<file path="config.mk">
export PLATFORM = sky130hd
export DESIGN_NAME = config_fuses_and_watchdog
export DESIGN_NICKNAME = d
export VERILOG_FILES = /design/src/inc/cfg_wdt_pkg.sv /design/src/hdl/config_fuses_and_watchdog.sv /design/src/hdl/watchdog_core.sv
export SDC_FILE = /design/constraint.sdc
export NUM_CORES = 1
export LEC_CHECK = 0
export BUFFER_PORTS_ARGS = -buffer_cell sky130_fd_sc_hd__buf_2
export CAP_MARGIN = 20
export CORE_AREA = 2 2 114 116
export DETAILED_ROUTE_END_ITERATION = 6
export DIE_AREA = 0 0 116 118
export HOLD_SLACK_MARGIN = 0.12
export PLACE_DENSITY = 0.55
export SLEW_MARGIN = 20
export SYNTH_ARGS = -nofsm -noshare
export SYNTH_HDL_FRONTEND = slang
export SYNTH_SLANG_ARGS = --single-unit
</file>
<file path="constraint.sdc">
create_clock -name clk_in -period 3.8 [get_ports clk_in]
set_clock_uncertainty 0.15 [all_clocks]
set_input_delay 0.76 -clock clk_in [delete_from_list [all_inputs] [get_ports clk_in]]
set_output_delay 0.76 -clock clk_in [all_outputs]
set_load 0.005 [all_outputs]
</file>
<file path="src/inc/cfg_wdt_pkg.sv">
// Package: configuration byte layout, register addresses and watchdog constants.
// Assumes a single 25 MHz clock that stands in for the internal RC clock.
package cfg_wdt_pkg;

  // ==========================================================
  // Register addresses (configuration space, byte addressed)
  localparam logic [21:0] addr_pin_timer_opts  = 22'h300005;
  localparam logic [21:0] addr_debug_stack     = 22'h300006;
  localparam logic [21:0] addr_code_protect    = 22'h300008;
  localparam logic [21:0] addr_table_protect   = 22'h30000c;
  localparam logic [21:0] addr_part_id_low     = 22'h3ffffe;
  localparam logic [21:0] addr_part_id_high    = 22'h3fffff;
  localparam logic [21:0] addr_config_wdt      = 22'h300003;
  localparam logic [21:0] addr_config_mode     = 22'h300004;

  // Special function register indices (own space, 2-bit)
  localparam logic [1:0]  sfr_watchdog_control = 2'h0;
  localparam logic [1:0]  sfr_reset_cause      = 2'h1;

  // ==========================================================
  // Field positions
  localparam int bit_reset_pin_enable   = 7;
  localparam int bit_low_power_osc      = 2;
  localparam int bit_ccp2_route         = 0;
  localparam int bit_debug_off          = 7;
  localparam int bit_extended_instr     = 6;
  localparam int bit_stack_reset        = 0;
  localparam int bit_code_protect       = 0;
  localparam int bit_table_protect      = 0;
  localparam int bit_config_wdt_enable  = 0;
  localparam int bit_sw_wdt_enable      = 0;
  localparam int bit_timeout_flag       = 3;

  // Erased values of configuration bytes and reset value of the watchdog control register
  localparam logic [7:0] erased_pin_timer  = 8'h81;
  localparam logic [7:0] erased_debug      = 8'h81;
  localparam logic [7:0] erased_protect    = 8'h01;
  localparam logic [7:0] erased_config_wdt = 8'h1f;
  localparam logic [7:0] erased_mode       = 8'hc3;
  localparam logic [7:0] watchdog_ctrl_rst = 8'h00;

  // Boot block bounds for table read protection
  localparam logic [20:0] boot_block_last = 21'h0007ff;

  // ==========================================================
  // Timing
  localparam int clock_hz          = 25_000_000;
  localparam int base_period_ms    = 4;
  localparam int base_period_cyc   = clock_hz / 1000 * base_period_ms;
  localparam int postscale_bits    = 16;

  typedef enum logic [1:0] {
    mode_ext_mcu,
    mode_mcu_boot,
    mode_mpu,
    mode_mcu
  } mem_mode_type;

  typedef struct packed {
    logic sleep_instr;
    logic clear_instr;
    logic freq_changed;
    logic clock_failed;
  } wdt_clear_type;

  typedef struct packed {
    logic       reset_pin_enable;
    logic       low_power_secondary_osc;
    logic [1:0] ccp2_location;
    logic       debug_enabled;
    logic       extended_instr_enable;
    logic       code_protect;
  } config_decode_type;

  // CCP2 pin locations
  localparam logic [1:0] ccp2_on_port_c_bit1 = 2'h0;
  localparam logic [1:0] ccp2_on_port_e_bit7 = 2'h1;
  localparam logic [1:0] ccp2_on_port_b_bit3 = 2'h2;

endpackage

</file>
<file path="src/hdl/config_fuses_and_watchdog.sv">
// Configuration option decode, part identifier and watchdog control.
// Assumes synchronous table reads and single-cycle instruction event pulses.
`timescale 1ns/1ps
`default_nettype none
module config_fuses_and_watchdog
  import cfg_wdt_pkg::*;
#(
  parameter int          base_cycles    = base_period_cyc,
  parameter logic [10:0] part_identifier = 11'h2a5,  // Arbitrary value
  parameter logic [4:0]  silicon_revision = 5'h01,   // Arbitrary value
  parameter bit          has_table_protect = 1'b1
)
(
  input  wire logic              clk_in,
  input  wire logic              reset_in,
  // Configuration programming port
  input  wire logic              prog_write_in,
  input  wire logic [21:0]       prog_addr_in,
  input  wire logic [7:0]        prog_data_in,
  // Table read port
  input  wire logic              table_read_in,
  input  wire logic [21:0]       table_addr_in,
  input  wire logic              table_from_external_in,
  output logic [7:0]             table_data_out,
  output logic                   table_blocked_out,
  // Special function registers
  input  wire logic              sfr_write_in,
  input  wire logic [1:0]        sfr_addr_in,
  input  wire logic [7:0]        sfr_wdata_in,
  output logic [7:0]             sfr_rdata_out,
  // Core events
  input  wire cfg_wdt_pkg::wdt_clear_type wdt_events_in,
  input  wire logic              sleeping_in,
  input  wire logic              stack_fault_in,
  input  wire logic              master_reset_pin_n_in,
  input  wire logic              port_g_bit5_input_in,
  // Decoded outputs
  output cfg_wdt_pkg::config_decode_type config_out,
  output logic                   port_g_bit5_input_out,
  output logic                   table_read_protect_out,
  output logic                   internal_rc_clock_enable_out,
  output logic                   device_reset_out,
  output logic                   wake_out
);
  import cfg_wdt_pkg::*;

  // Power-on contents hold erased state; device reset does not disturb them
  logic [7:0]   pin_timer_q        = erased_pin_timer;
  logic [7:0]   debug_stack_q      = erased_debug;
  logic [7:0]   code_prot_q        = erased_protect;
  logic [7:0]   table_prot_q       = erased_protect;
  logic [7:0]   config_wdt_q       = erased_config_wdt;
  logic [7:0]   mode_q             = erased_mode;
  logic [7:0]   watchdog_control_q;
  logic         timeout_flag_n_q   = 1'b1;
  logic         wdt_enabled;
  logic         wdt_clear;
  logic         wdt_expire;
  logic         in_protected_range;
  mem_mode_type mode;
  logic [7:0]   table_data_d;

  // ==========================================================
  // Configuration bytes, erased to the package erased values; programming only clears
  always_ff @(posedge clk_in)
  begin
    if (reset_in)
    begin
      pin_timer_q   <= pin_timer_q;
      debug_stack_q <= debug_stack_q;
    end
    else if (prog_write_in && prog_addr_in == addr_pin_timer_opts)
      pin_timer_q <= pin_timer_q & prog_data_in & erased_pin_timer | (prog_data_in & 8'h04 & pin_timer_q);
    else if (prog_write_in && prog_addr_in == addr_debug_stack)
      debug_stack_q <= debug_stack_q & prog_data_in & 8'h81 | (prog_data_in & 8'h40 & debug_stack_q);
  end

  always_ff @(posedge clk_in)
  begin
    if (prog_write_in && prog_addr_in == addr_code_protect)
      code_prot_q <= code_prot_q & (prog_data_in | ~erased_protect) & erased_protect;
  end

  always_ff @(posedge clk_in)
  begin
    if (prog_write_in && prog_addr_in == addr_table_protect && has_table_protect)
      table_prot_q <= table_prot_q & prog_data_in & erased_protect;
  end

  always_ff @(posedge clk_in)
  begin
    if (prog_write_in && prog_addr_in == addr_config_wdt)
      config_wdt_q <= config_wdt_q & prog_data_in & erased_config_wdt;
  end

  always_ff @(posedge clk_in)
  begin
    if (prog_write_in && prog_addr_in == addr_config_mode)
      mode_q <= mode_q & prog_data_in & erased_mode;
  end

  assign mode = mem_mode_type'(mode_q[1:0]);

  // ==========================================================
  // Option decode
  always_comb
  begin
    config_out.reset_pin_enable        = pin_timer_q[bit_reset_pin_enable];
    config_out.low_power_secondary_osc = pin_timer_q[bit_low_power_osc];
    if (pin_timer_q[bit_ccp2_route])
      config_out.ccp2_location = ccp2_on_port_c_bit1;
    else if (mode == mode_mcu)
      config_out.ccp2_location = ccp2_on_port_e_bit7;
    else
      config_out.ccp2_location = ccp2_on_port_b_bit3;
    config_out.debug_enabled         = !debug_stack_q[bit_debug_off];
    config_out.extended_instr_enable = debug_stack_q[bit_extended_instr];
    config_out.code_protect          = !code_prot_q[bit_code_protect];
  end

  // Pin input disabled while it serves as reset
  assign port_g_bit5_input_out = config_out.reset_pin_enable ? 1'b0 : port_g_bit5_input_in;

  // ==========================================================
  // Table read protection
  assign table_read_protect_out = !table_prot_q[bit_table_protect];
  always_comb
  begin
    in_protected_range = 1'b0;
    if (mode == mode_ext_mcu)
      in_protected_range = table_addr_in[21:20] == 2'h0;
    else if (mode == mode_mcu_boot)
      in_protected_range = table_addr_in <= {1'b0, boot_block_last};
  end
  assign table_blocked_out = table_read_in && table_from_external_in
                             && table_read_protect_out && in_protected_range;

  always_comb
  begin
    table_data_d = 8'h00;
    if (table_addr_in == addr_pin_timer_opts)
      table_data_d = pin_timer_q & 8'h85;
    else if (table_addr_in == addr_debug_stack)
      table_data_d = debug_stack_q & 8'hc1;
    else if (table_addr_in == addr_code_protect)
      table_data_d = code_prot_q;
    else if (table_addr_in == addr_table_protect)
      table_data_d = table_prot_q;
    else if (table_addr_in == addr_config_wdt)
      table_data_d = config_wdt_q;
    else if (table_addr_in == addr_config_mode)
      table_data_d = mode_q;
    else if (table_addr_in == addr_part_id_low)
      table_data_d = {part_identifier[2:0], silicon_revision};
    else if (table_addr_in == addr_part_id_high)
      table_data_d = part_identifier[10:3];
  end

  always_ff @(posedge clk_in)
  begin
    if (reset_in)
      table_data_out <= 8'h00;
    else if (table_read_in && !table_blocked_out)
      table_data_out <= table_data_d;
  end

  // ==========================================================
  // Watchdog control and time-out flag
  always_ff @(posedge clk_in)
  begin
    if (reset_in)
      watchdog_control_q <= watchdog_ctrl_rst;
    else if (sfr_write_in && sfr_addr_in == sfr_watchdog_control)
      watchdog_control_q <= {7'h00, sfr_wdata_in[bit_sw_wdt_enable]};
  end

  assign wdt_enabled = config_wdt_q[bit_config_wdt_enable]
                       || watchdog_control_q[bit_sw_wdt_enable];
  assign internal_rc_clock_enable_out = wdt_enabled;
  assign wdt_clear = wdt_events_in.sleep_instr || wdt_events_in.clear_instr
                     || wdt_events_in.freq_changed || wdt_events_in.clock_failed;

  watchdog_core #(
    .base_cycles (base_cycles),
    .ps_width    (postscale_bits)
  ) u_core (
    .clk_in              (clk_in),
    .reset_in            (reset_in),
    .enable_in           (wdt_enabled),
    .clear_in            (wdt_clear),
    .postscale_select_in (config_wdt_q[4:1]),
    .expire_out          (wdt_expire)
  );

  // Flag is active low; expiry wins over a clearing instruction
  always_ff @(posedge clk_in)
  begin
    if (wdt_expire)
      timeout_flag_n_q <= 1'b0;
    else if (wdt_events_in.clear_instr || wdt_events_in.sleep_instr)
      timeout_flag_n_q <= 1'b1;
  end

  always_comb
  begin
    sfr_rdata_out = 8'h00;
    if (sfr_addr_in == sfr_watchdog_control)
      sfr_rdata_out = watchdog_control_q;
    else if (sfr_addr_in == sfr_reset_cause)
      sfr_rdata_out[bit_timeout_flag] = timeout_flag_n_q;
  end

  // ==========================================================
  // Reset and wake generation
  always_ff @(posedge clk_in)
  begin
    if (reset_in)
    begin
      device_reset_out <= 1'b0;
      wake_out         <= 1'b0;
    end
    else
    begin
      device_reset_out <= (wdt_expire && !sleeping_in)
                          || (stack_fault_in && debug_stack_q[bit_stack_reset])
                          || (config_out.reset_pin_enable && !master_reset_pin_n_in);
      wake_out         <= wdt_expire && sleeping_in;
    end
  end

endmodule
`default_nettype wire

</file>
<file path="src/hdl/watchdog_core.sv">
// Watchdog base tick counter and selectable postscaler.
// Assumes clk_in is the internal RC clock and clears arrive as one-cycle pulses.
`timescale 1ns/1ps
`default_nettype none
module watchdog_core
  import cfg_wdt_pkg::*;
#(
  parameter int base_cycles = base_period_cyc,
  parameter int ps_width    = postscale_bits
)
(
  input  wire logic       clk_in,
  input  wire logic       reset_in,
  input  wire logic       enable_in,
  input  wire logic       clear_in,
  input  wire logic [3:0] postscale_select_in,
  output logic            expire_out
);
  import cfg_wdt_pkg::*;

  logic [23:0]         base_q;
  logic [ps_width-1:0] post_q;
  logic                tick;
  logic [ps_width:0]   post_next;

  // ==========================================================
  // Base tick
  assign tick = enable_in && (base_q == 24'(base_cycles - 1));

  always_ff @(posedge clk_in)
  begin
    if (reset_in || clear_in || !enable_in)
      base_q <= '0;
    else if (tick)
      base_q <= '0;
    else
      base_q <= base_q + 24'h1;
  end

  // ==========================================================
  // Postscaler, output 2^n ticks after clear
  assign post_next = {1'b0, post_q} + {{ps_width{1'b0}}, 1'b1};

  always_ff @(posedge clk_in)
  begin
    if (reset_in || clear_in || !enable_in)
      post_q <= '0;
    else if (tick)
      post_q <= post_next[ps_width-1:0];
  end

  // Expiry when the selected stage would toggle
  always_ff @(posedge clk_in)
  begin
    if (reset_in || clear_in)
      expire_out <= 1'b0;
    else
      expire_out <= tick && (post_next[postscale_select_in] != post_q[postscale_select_in])
                    && ((post_q & ((ps_width'(1) << postscale_select_in) - ps_width'(1)))
                        == ((ps_width'(1) << postscale_select_in) - ps_width'(1)));
  end

endmodule
`default_nettype wire

</file>
==> metrics.md, run 1 <==
| Metric | Value |
|---|---|
| Setup bufs post-CTS | `0` |
| Number of global-route vias before repair | `between 3000 and 4000` |
| Via/cell ratio | `5.14` |
| Final wirelength | `11.1 mm` |
| Setup WS pre-CTS | `between 0.3 and 0.4 ns` |
| Root buf cell | `clkbuf_16` |
| Hold_buf cts | `0` |
| Reg2reg start | `u_core.base_q[0]` |
| Post-route DRC | `0` |
| Worst-skew pair later-pin latency | `approximately 0.33 ns` |
| Post-DP HPWL | `8.23 mm` |
| Worst-path clk slew | `around 0.050 ns` |
| Syn avg cell area | `around 8 µm²` |
| Post-route antenna net violation count | `0` |
| #FFs+latches synth | `70` |
| GRT Total Usage | `between 10% and 20%` |
| Setup WS post-layout | `0.754 ns` |
| Die ar. | `13700 µm²` |
| RSZ-0062 raised after global routing | `false` |
| Layout cells sized above 1 | `21.2%` |
| I/O Buffers | `90` |
| # H-tree levels | `3` |
| Yosys top cell by area | `dfxtp_1` |
| Placer Congestion | `~0.86` |
| Netlist area before placement | `around 4300 µm²` |
| Final Cycle Share | `80.1%` |
| Setup TNS | `0 ns` |
| CP cell instances | `buf_2 > or4b_2 > nor4_1 > nor2b_1 > nand2_1 > or2_2 > nor3b_1` |
| Crit path from | `prog_addr_in[10]` |
| Cts bufs inserted | `9` |
| Area growth syn-to-layout | `20.0%` |
| Path depth of the worst reg2reg path | `8` |
| Worst path slowest cell | `or4b_2` |
| Core area | `approximately 12000 µm²` |
| Status | `complete, no violations` |
| Family with the most delay on the worst path | `simple AND/OR/NAND/NOR gates` |
| LEAKAGE | `about 1.9 nW` |
| Hold Crit Start | `u_core.base_q[0]` |
| Crit end category | `flip-flop` |
| Finish-stage setup viols | `0` |
| Peak Freq | `328 MHz` |
| Post-synth EDFFs | `17` |
| Critical Path RT | `around 3.6 ns` |
| Synth top area share | `between 20% and 30%` |
| Cell Pwr Density | `335 nW/µm²` |
| Fillers | `1291` |
| GRT overflow | `0` |
| Async SR Flop Fraction | `0%` |
| Max FO, Critical Path | `3` |
| Die H | `118 µm` |
| Arr. time, crit path | `2.86 ns` |
| Netlist cell types | `65` |
| Routed vias | `4013` |
| CP peak stage delay | `0.66 ns` |
| Synth warn | `0` |
| Min Tclk post-route | `3.05 ns` |
| Sequential share of the synthesized area | `about 37%` |
| CTS resizes | `0` |
| Final Util | `41.4%` |
| Clock sink count | `70` |
| Worst path buffer plus inverter count | `1` |
| Worst Hold Path Cells | `1` |
| First-pass GRT wire length | `about 18 mm` |
| Maxcap violations | `0` |
| Drt wl/cell | `14.2 µm` |
| Main area contributors after synthesis | `dfxtp_1, edfxtp_1, nor2_1, xor2_1, nand2_1` |
| CP Depth | `7` |
| Slew @ Worst Pin | `0.612 ns` |
| Largest net degree at the start of global routing | `33` |
| Worst IR Drop VDD | `0.000221 V` |
| Top FF cell, synth | `dfxtp_1` |
| Hold Crit Class | `flip-flop to flip-flop` |
| Initial core utilization | `approximately a third` |
| Mapped Cells | `531` |
| Worst Setup Start Kind | `primary input` |
| Initial antenna violation count | `0` |
| Maximum root-to-sink buffer count | `2` |
| # rows | `41` |
| Fin. max-slew vios | `0` |
| Width of the die | `116 µm` |
| CTS tree | `built` |
| Number of nets in the layout | `a little under 700` |
| ANT cells | `0` |
| Drt first pass iters | `5` |
| Relative slew slack | `59.1%` |
| Endpoints failing hold | `0` |
| I/O Pins | `~110` |
| Crit path kind | `primary input to flip-flop` |
| DRT iter0 DRCs | `around 150` |
layer usage:
| layer | track usage (%) | wire, µm | vias up |
|---|---|---|---|
| met3 | 2.88 | 479 | 9 |
| met4 | 5.95 | 165 | 0 |
| met2 | 26.4 | 5410 | 92 |
| met1 | 21.7 | 5020 | 1890 |
| li1 | - | - | 2022 |
| met5 | 0 | 0 | - |
synth_stat cells (9+ instances only):
library cell,instances
nor3_1,21
xor2_1,27
xnor2_1,13
and3_1,9
inv_1,14
dfxtp_1,53
nor2_1,85
a21oi_1,28
o21ai_0,13
buf_4,9
nand2_1,44
nand3_1,25
nand4_1,17
buf_2,11
nor4_1,13
and2_1,19
edfxtp_1,17
clkbuf_1,20
cell usage in the layout, fill, tap and decap left out, types with 4 or more instances in the layout:
cell type,netlist,routed
a211oi_1,4,4
conb_1,1,6
nor3_1,21,21
edfxtp_1,17,17
nor2b_1,7,7
nand3_1,25,25
clkbuf_16,0,11
and3_1,9,9
nand2b_1,6,6
mux4_2,5,5
nand2_1,44,44
and4_1,6,6
nand4_1,17,17
buf_2,11,90
nor2_1,85,85
dfxtp_1,53,53
xnor2_1,13,13
mux2i_1,4,4
o21ai_0,13,13
or2_2,5,5
xor2_1,27,27
nor4_1,13,13
a21oi_1,28,28
inv_1,14,14
o211ai_1,4,4
buf_4,9,6
and2_1,19,19
state kept, by name (all words and copies together), names as in the netlist:
name,flops
timeout_flag_n_q,1
u_core.expire_out,1
table_data_out,8
code_prot_q,1
table_prot_q,1
pin_timer_q,3
debug_stack_q,3
watchdog_control_q,1
u_core.base_q,24
config_wdt_q,5
device_reset_out,1
wake_out,1
u_core.post_q,16
mode_q,4
logic make-up (layout without fill, tap and decap cells):
group                      count (synthesis)  count (layout)  share of synthesized area [%]
AOI/OAI and AO/OA                         83              83                           12.9
DFF                                       70              70                           36.7
and+or+nand+nor                          271             271                           31.9
xor gates and xnor gates                  40              40                           8.18
buffers and inverters                     54             126                           5.84
other                                      1               6                         0.0876
muxes                                      9               9                           3.57
adders and majority gates                  3               3                          0.877
worst register-to-register path: stages, from the launching register on:
cell and delay [ns]:
dfxtp_1 0.34, ha_1 0.24, and3_1 0.24, nand3_1 0.08
or4_1 0.79, o21bai_1 0.27, a2111oi_2 0.24, o21ai_1 0.13
nor4b_2 0.27
path summary, 6_finish.rpt:
check,to,slack [ns]
hold / removal,u_core.base_q[0],0.29
hold reg to reg,u_core.base_q[0],0.29
setup / recovery,debug_stack_q[6],0.75
setup reg to reg,u_core.expire_out,0.95
per-stage QoR:
| stage | power [mW] | hold WS [ns] | std cells | cell area, µm² |
|---|---|---|---|---|
| after floorplan | 0.818 | 0.262 | 536 | 4300 |
| after CTS | 1.74 | 0.290 | 780 | 5140 |
| after global placement | 0.865 | 0.275 | 764 | 4810 |
| final | 1.72 | 0.287 | 780 | 5140 |
| after detailed placement | 0.867 | 0.283 | 764 | 4810 |
| after global routing | 1.79 | 0.334 | 780 | 5140 |
power breakdown:
part | internal (mW) | switching (mW) | total (mW) | leakage, nW
Sequential | 0.764 | 0.00191 | 0.766 | 0.583
Combinational | 0.0416 | 0.0434 | 0.0850 | 1.13
Clock | 0.574 | 0.294 | 0.868 | 0.162
final cells by class:
cell class / instances / area, µm² / area share, %
Multi-Input combinational cell: 412 / 2480 / 48.2
Clock inverter: 1 / 5.00 / 0.0974
Clock buffer: 15 / 320 / 6.23
Sequential cell: 70 / 1570 / 30.6
Inverter: 14 / 52.6 / 1.02
Timing Repair Buffer: 96 / 495 / 9.64
Tap cell: 172 / 215 / 4.19
Power figures use the tool's default switching activity.
==> run 2, diff against run 1 <==
- clock period: 3.8 -> 2.9 ns (I/O delays scaled with it)
==> metrics.md, run 2 (synthesized netlist as in run 1, its figures left out) <==
| Metric | Value |
|---|---|
| Die ar. | `13700 µm²` |
| Width of the die | `116 µm` |
| Commonest cells after routing, fill and taps aside | `buf_2, nor2_1, dfxtp_1, nand2_1, a21oi_1` |
| Number of nets in the layout | `695` |
| # H-tree levels | `3` |
| Worst IR Drop VDD | `0.000346 V` |
| GRT overflow | `0` |
| Endpoints failing hold | `0` |
| Internal power | `around 1.8 mW` |
| LEAKAGE | `approximately 2 nW` |
| Initial core utilization | `between 30% and 40%` |
| CTS resizes | `0` |
| Crit path kind | `primary input to flip-flop` |
| Area growth syn-to-layout | `22.6%` |
| Layout cells sized above 1 | `23.0%` |
| Worst Setup Start Kind | `primary input` |
| DRT iter0 DRCs | `247` |
| CTS tree | `built` |
| Worst path slowest cell | `or4b_2` |
| Hold Crit Class | `flip-flop to flip-flop` |
| Drt first pass iters | `5` |
| Post-DP HPWL | `between 8 and 9 mm` |
| Fin. max-slew vios | `0` |
| Maximum root-to-sink buffer count | `2` |
| Clock sink count | `70` |
| Maxcap violations | `0` |
| Drt wl/cell | `14.1 µm` |
| Slew @ Worst Pin | `0.627 ns` |
| Register share of total power | `43.1%` |
| Max reg flops | `24` |
| Sw power | `around 500 µW` |
| Crit end category | `flip-flop` |
| Peak Freq | `~370 MHz` |
| Hold_buf cts | `0` |
| Post-route antenna net violation count | `0` |
| Via/cell ratio | `just over 5` |
| GRT Total Usage | `~17%` |
| Setup TNS | `0 ns` |
| I/O Pins | `105` |
| Commonest non-fill, non-tap cell in the layout | `buf_2` |
| Post-route DRC | `0` |
| Max FO, Critical Path | `3` |
| Worst-skew pair later-pin latency | `0.34 ns` |
| Largest net degree at the start of global routing | `27` |
| Setup bufs post-CTS | `0` |
| RSZ-0062 raised after global routing | `false` |
| Final Cycle Share | `92.6%` |
| Combinational share of power | `4.8%` |
| Number of global-route vias before repair | `3809` |
| Switching share of power | `21.5%` |
| Relative slew slack | `approximately 58%` |
| Clock power share | `52.1%` |
| CP peak stage delay | `0.65 ns` |
| Routed vias | `4105` |
| Initial antenna violation count | `0` |
| CP cell instances | `buf_2 > or4b_2 > nor4_1 > nor2b_1 > nand2_1 > or2_2 > nor3b_1 > buf_4` |
| Arr. time, crit path | `2.59 ns` |
| Min Tclk post-route | `around 2.7 ns` |
| Worst-path clk slew | `~0.060 ns` |
| Placed insts | `777` |
| ANT cells | `0` |
| Largest registers | `u_core.base_q (24), u_core.post_q (16), table_data_out (8)` |
| Root buf cell | `clkbuf_16` |
| Finish-stage setup viols | `0` |
| # rows | `41` |
| Die H | `118 µm` |
| Worst hold margin | `0.289 ns` |
| Cts bufs inserted | `9` |
| Final wirelength | `11.2 mm` |
| Placer Congestion | `0.879` |
| Cell Pwr Density | `444 nW/µm²` |
| I/O Buffers | `90` |
| First-pass GRT wire length | `approximately 19 mm` |
| Critical Path RT | `2.80 ns` |
| Largest reg by FF count | `u_core.base_q` |
| Final std cells w/o fill | `~800` |
| Status | `complete, no violations` |
| Core area | `around 12000 µm²` |
-- run 2: cell count changes in the layout (fill, tap and decap cells not counted), sizes merged --
cell / change
bufinv: +1
clkinv: +1
inv: +1
buf: +13
clkinvlp: +1
clkbuf: -4
-- run 2: routing by layer --
layer,share of wire (%),vias to the layer above,track usage [%]
li1,-,2047,-
met1,46,1931,23.1
met2,48,112,26.4
met3,5.2,15,4.38
met4,1.3,0,4.61
met5,0,-,0
-- run 2: through the flow --
step	cell area, µm²	util, %	total power [mW]	setup slack, ns
6_report	5250	42.3	2.33	0.216
3_5_place_dp	4910	39.6	1.14	-0.123
3_3_place_gp	4910	39.6	1.13	-0.129
5_1_grt	5250	42.3	2.41	0.0746
4_1_cts	5250	42.3	2.35	0.220
2_1_floorplan	4300	-	1.07	0.0322
-- run 2: power by group through the flow --
stage               registers (mW)  logic, mW  clock network (mW)
finish                        1.00      0.112                1.21
detailed placement            1.02      0.112                   0
global placement              1.02      0.109                   0
CTS                           1.00      0.113                1.24
floorplan                     1.02     0.0481                   0
global route                  1.00      0.124                1.29
-- run 2: final cells by class --
cell class	count	area, µm²
Clock buffer	11	275
Clock inverter	5	61.3
Fill cell	1289	7170
Inverter	14	52.6
Multi-Input combinational cell	412	2480
Sequential cell	70	1570
Tap cell	172	215
Timing Repair Buffer	109	593
-- run 2: worst paths after layout --
path / startpoint / end / slack, ns / cells past startpoint
min: u_core.base_q[0] / u_core.base_q[0] / 0.29 / 1
max: prog_addr_in[10] / debug_stack_q[7] / 0.22 / 8
min reg2reg: u_core.base_q[0] / u_core.base_q[0] / 0.29 / 1
max reg2reg: u_core.base_q[0] / u_core.post_q[10] / 0.31 / 9
-- run 2: critical path: cells and delay by family --
family | cells | cell delay [ns]
simple gates | 6 | 1.75
buf+inv | 2 | 0.25
==> run 3, diff against run 2 <==
- CORE_AREA: 2 2 114 116 -> 2 2 116 118
- DIE_AREA: 0 0 116 118 -> 0 0 118 120
- PLACE_DENSITY: 0.55 -> 0.56
- SYNTH_HIERARCHICAL: not set -> 1
- clock period: 2.9 -> 2.2 ns (I/O delays scaled with it)
==> metrics.md, run 3 <==
| Metric | Value |
|---|---|
| Synth top area share | `about a quarter` |
| I/O Pins | `around 110` |
| Post-route antenna net violation count | `0` |
| Syn avg cell area | `around 8.3 µm²` |
| Busiest grt layer | `met2` |
| Cell Pwr Density | `510 nW/µm²` |
| First-pass GRT wire length | `19.9 mm` |
| Netlist area before placement | `4420 µm²` |
| Final wirelength | `between 10 and 15 mm` |
| RSZ-0062 raised after global routing | `true` |
| Via/cell ratio | `5.10` |
| Setup WS post-layout | `-0.0901 ns` |
| DRT iter0 DRCs | `approximately 250` |
| Failing checks | `setup timing` |
| Maximum root-to-sink buffer count | `2` |
| Sequential share of the synthesized area | `35.6%` |
| # rows | `42` |
| Netlist cell types | `74` |
| Largest registers | `u_core/base_q (24), u_core/post_q (16), table_data_out (8)` |
| Peak Freq | `437 MHz` |
| Fillers | `around 1300` |
| Layout cells sized above 1 | `34.2%` |
| Main area contributors after synthesis | `dfxtp_1, edfxtp_1, nor2_1, xnor2_1, nand2_1` |
| Slew @ Worst Pin | `0.560 ns` |
| Synth warn | `6` |
| Initial antenna violation count | `0` |
| Crit end category | `flip-flop` |
| Worst Setup Start Kind | `flip-flop` |
| Post-synth EDFFs | `17` |
| Largest net degree at the start of global routing | `25` |
| Routed vias | `4383` |
| Endpoints failing hold | `0` |
| Die H | `120 µm` |
| Post-DP HPWL | `9.39 mm` |
| XOR/XNOR share of the synthesized area | `8.32%` |
| Worst-path clk slew | `approximately 0.06 ns` |
| Final Cycle Share | `104%` |
| Hold Crit Class | `primary input to flip-flop` |
| Final std cells w/o fill | `between 800 and 900` |
| Drt first pass iters | `6` |
| Area growth syn-to-layout | `36.0%` |
| CTS tree | `built` |
| Commonest non-fill, non-tap cell in the layout | `buf_2` |
| Status | `finished with violations` |
| Largest family of logic cells by synthesized area | `simple AND/OR/NAND/NOR gates` |
| Die ar. | `14200 µm²` |
| Fin. max-slew vios | `0` |
| Commonest cells after routing, fill and taps aside | `buf_2, nor2_1, buf_4, dfxtp_1, nand2_1` |
| Mux cell area share after synthesis | `3.34%` |
| Cell area after layout | `6010 µm²` |
| Adder-cell area share of the yosys netlist | `0.849%` |
| Met2 global-route usage | `28.9%` |
| Compound-cell area share of the yosys netlist | `12.5%` |
| Hold_buf cts | `0` |
| Maxcap violations | `0` |
| Grt met1 use | `22.3%` |
| Root buf cell | `clkbuf_16` |
| Max FO, Critical Path | `2` |
| Post-route DRC | `0` |
| GRT overflow | `0` |
| Synth Area in Simple Gates | `33.3%` |
| Total power | `between 3 and 4 mW` |
| Min Tclk post-route | `2.29 ns` |
| GRT Total Usage | `17.3%` |
| Critical Path RT | `2.28 ns` |
| Max reg flops | `24` |
| LEAKAGE | `2.34 nW` |
| Async SR Flop Fraction | `0%` |
| Final Util | `46.3%` |
| Cts bufs inserted | `9` |
| Width of the die | `~120 µm` |
| Finish-stage setup viols | `1` |
| Clock sink count | `70` |
| Count leader, synth | `nor2_1` |
| Worst-skew pair later-pin latency | `0.34 ns` |
| Placer Congestion | `0.847` |
| Arr. time, crit path | `2.37 ns` |
| Crit path kind | `flip-flop to flip-flop` |
| Post-synth top cells | `nor2_1, dfxtp_1, nand2_1, xnor2_1, nand3_1` |
| ANT cells | `0` |
| # H-tree levels | `3` |
| GR Util met3 | `3.52%` |
| Top FF cell, synth | `dfxtp_1` |
| #FFs+latches synth | `70` |
| Initial core utilization | `34.1%` |
| Yosys top cell by area | `dfxtp_1` |
| Post-DP Area | `5530 µm²` |
| Setup WS pre-CTS | `-0.202 ns` |
| Worst IR Drop VDD | `0.000394 V` |
| Number of nets in the layout | `approximately 760` |
| Largest reg by FF count | `u_core/base_q` |
| I/O Buffers | `90` |
| Core area | `13000 µm²` |
| Number of global-route vias before repair | `~4200` |
| Drt wl/cell | `14.0 µm` |
| Relative slew slack | `a little over three fifths` |
| Mapped Cells | `530` |
| Placed insts | `840` |
run 3: cells by family after synthesis:
group,Yosys count
buffers and inverters,55
flip-flops,70
AO/OA/AOI/OAI,81
XOR/XNOR,42
AND/OR/NAND/NOR,267
multiplexers,11
adder cells (fa/ha/maj),3
other,1
run 3: area by class of cell:
type                    count  area, µm²  area share, %
well taps                 176        220           3.66
flip-flops and latches     70       1580           26.2
repair buffers            167       1060           17.6
inverters                  21       81.3           1.35
clock inverters             4       51.3          0.853
clock buffers              12        279           4.64
multi-input cells         410       2740           45.6
run 3: where the power goes:
| group | internal (mW) | total (mW) | switching (mW) | leakage, nW |
|---|---|---|---|---|
| combinational | 0.0809 | 0.163 | 0.0825 | 1.60 |
| clock | 1.02 | 1.59 | 0.570 | 0.159 |
| sequential | 1.32 | 1.32 | 0.00150 | 0.584 |
| total | 2.41 | 3.07 | 0.654 | 2.34 |
run 3: worst max-delay path, stage by stage, from the launching register on:
cell and delay (ns):
edfxtp_1 0.42, buf_6 0.15, nor2_4 0.10, nand2_2 0.09
ha_4 0.17, or4_4 0.48, a21oi_2 0.15, a41oi_1 0.06
o2111ai_1 0.20, nor3_1 0.07, and3b_1 0.16
run 3: final timing paths:
path	slack (ns)	start	cells past startpoint	to
worst max register to register	-0.09	config_wdt_q[1]	10	u_core/expire_out
worst min register to register	0.31	u_core/base_q[0]	1	u_core/base_q[0]
worst min-delay path	0.17	wdt_events_in[2]	3	timeout_flag_n_q
worst max-delay path	-0.09	config_wdt_q[1]	10	u_core/expire_out
run 3: per-layer routing:
metal  wire (µm)  share of wire (%)
met5           0                  0
met4         264                2.2
met3         653                5.4
met2        5720                 47
met1        5420                 45
run 3: repair_timing:
| item | 4_1_cts | 5_1_grt |
|---|---|---|
| setup buffers | 3 | 1 |
| resized for setup | 14 | 16 |
| endpoints found under the setup margin | 33 | 11 |
| pin swaps | 5 | 9 |
run 3: per-stage QoR:
| step | hold slack [ns] | setup TNS (ns) |
|---|---|---|
| after floorplan | 0.263 | -0.264 |
| after detailed placement | 0.304 | -3.81 |
| after CTS | 0.159 | -0.0383 |
| after global placement | 0.291 | -2.55 |
| after global routing | 0.192 | -0.333 |
| final | 0.171 | -0.0901 |
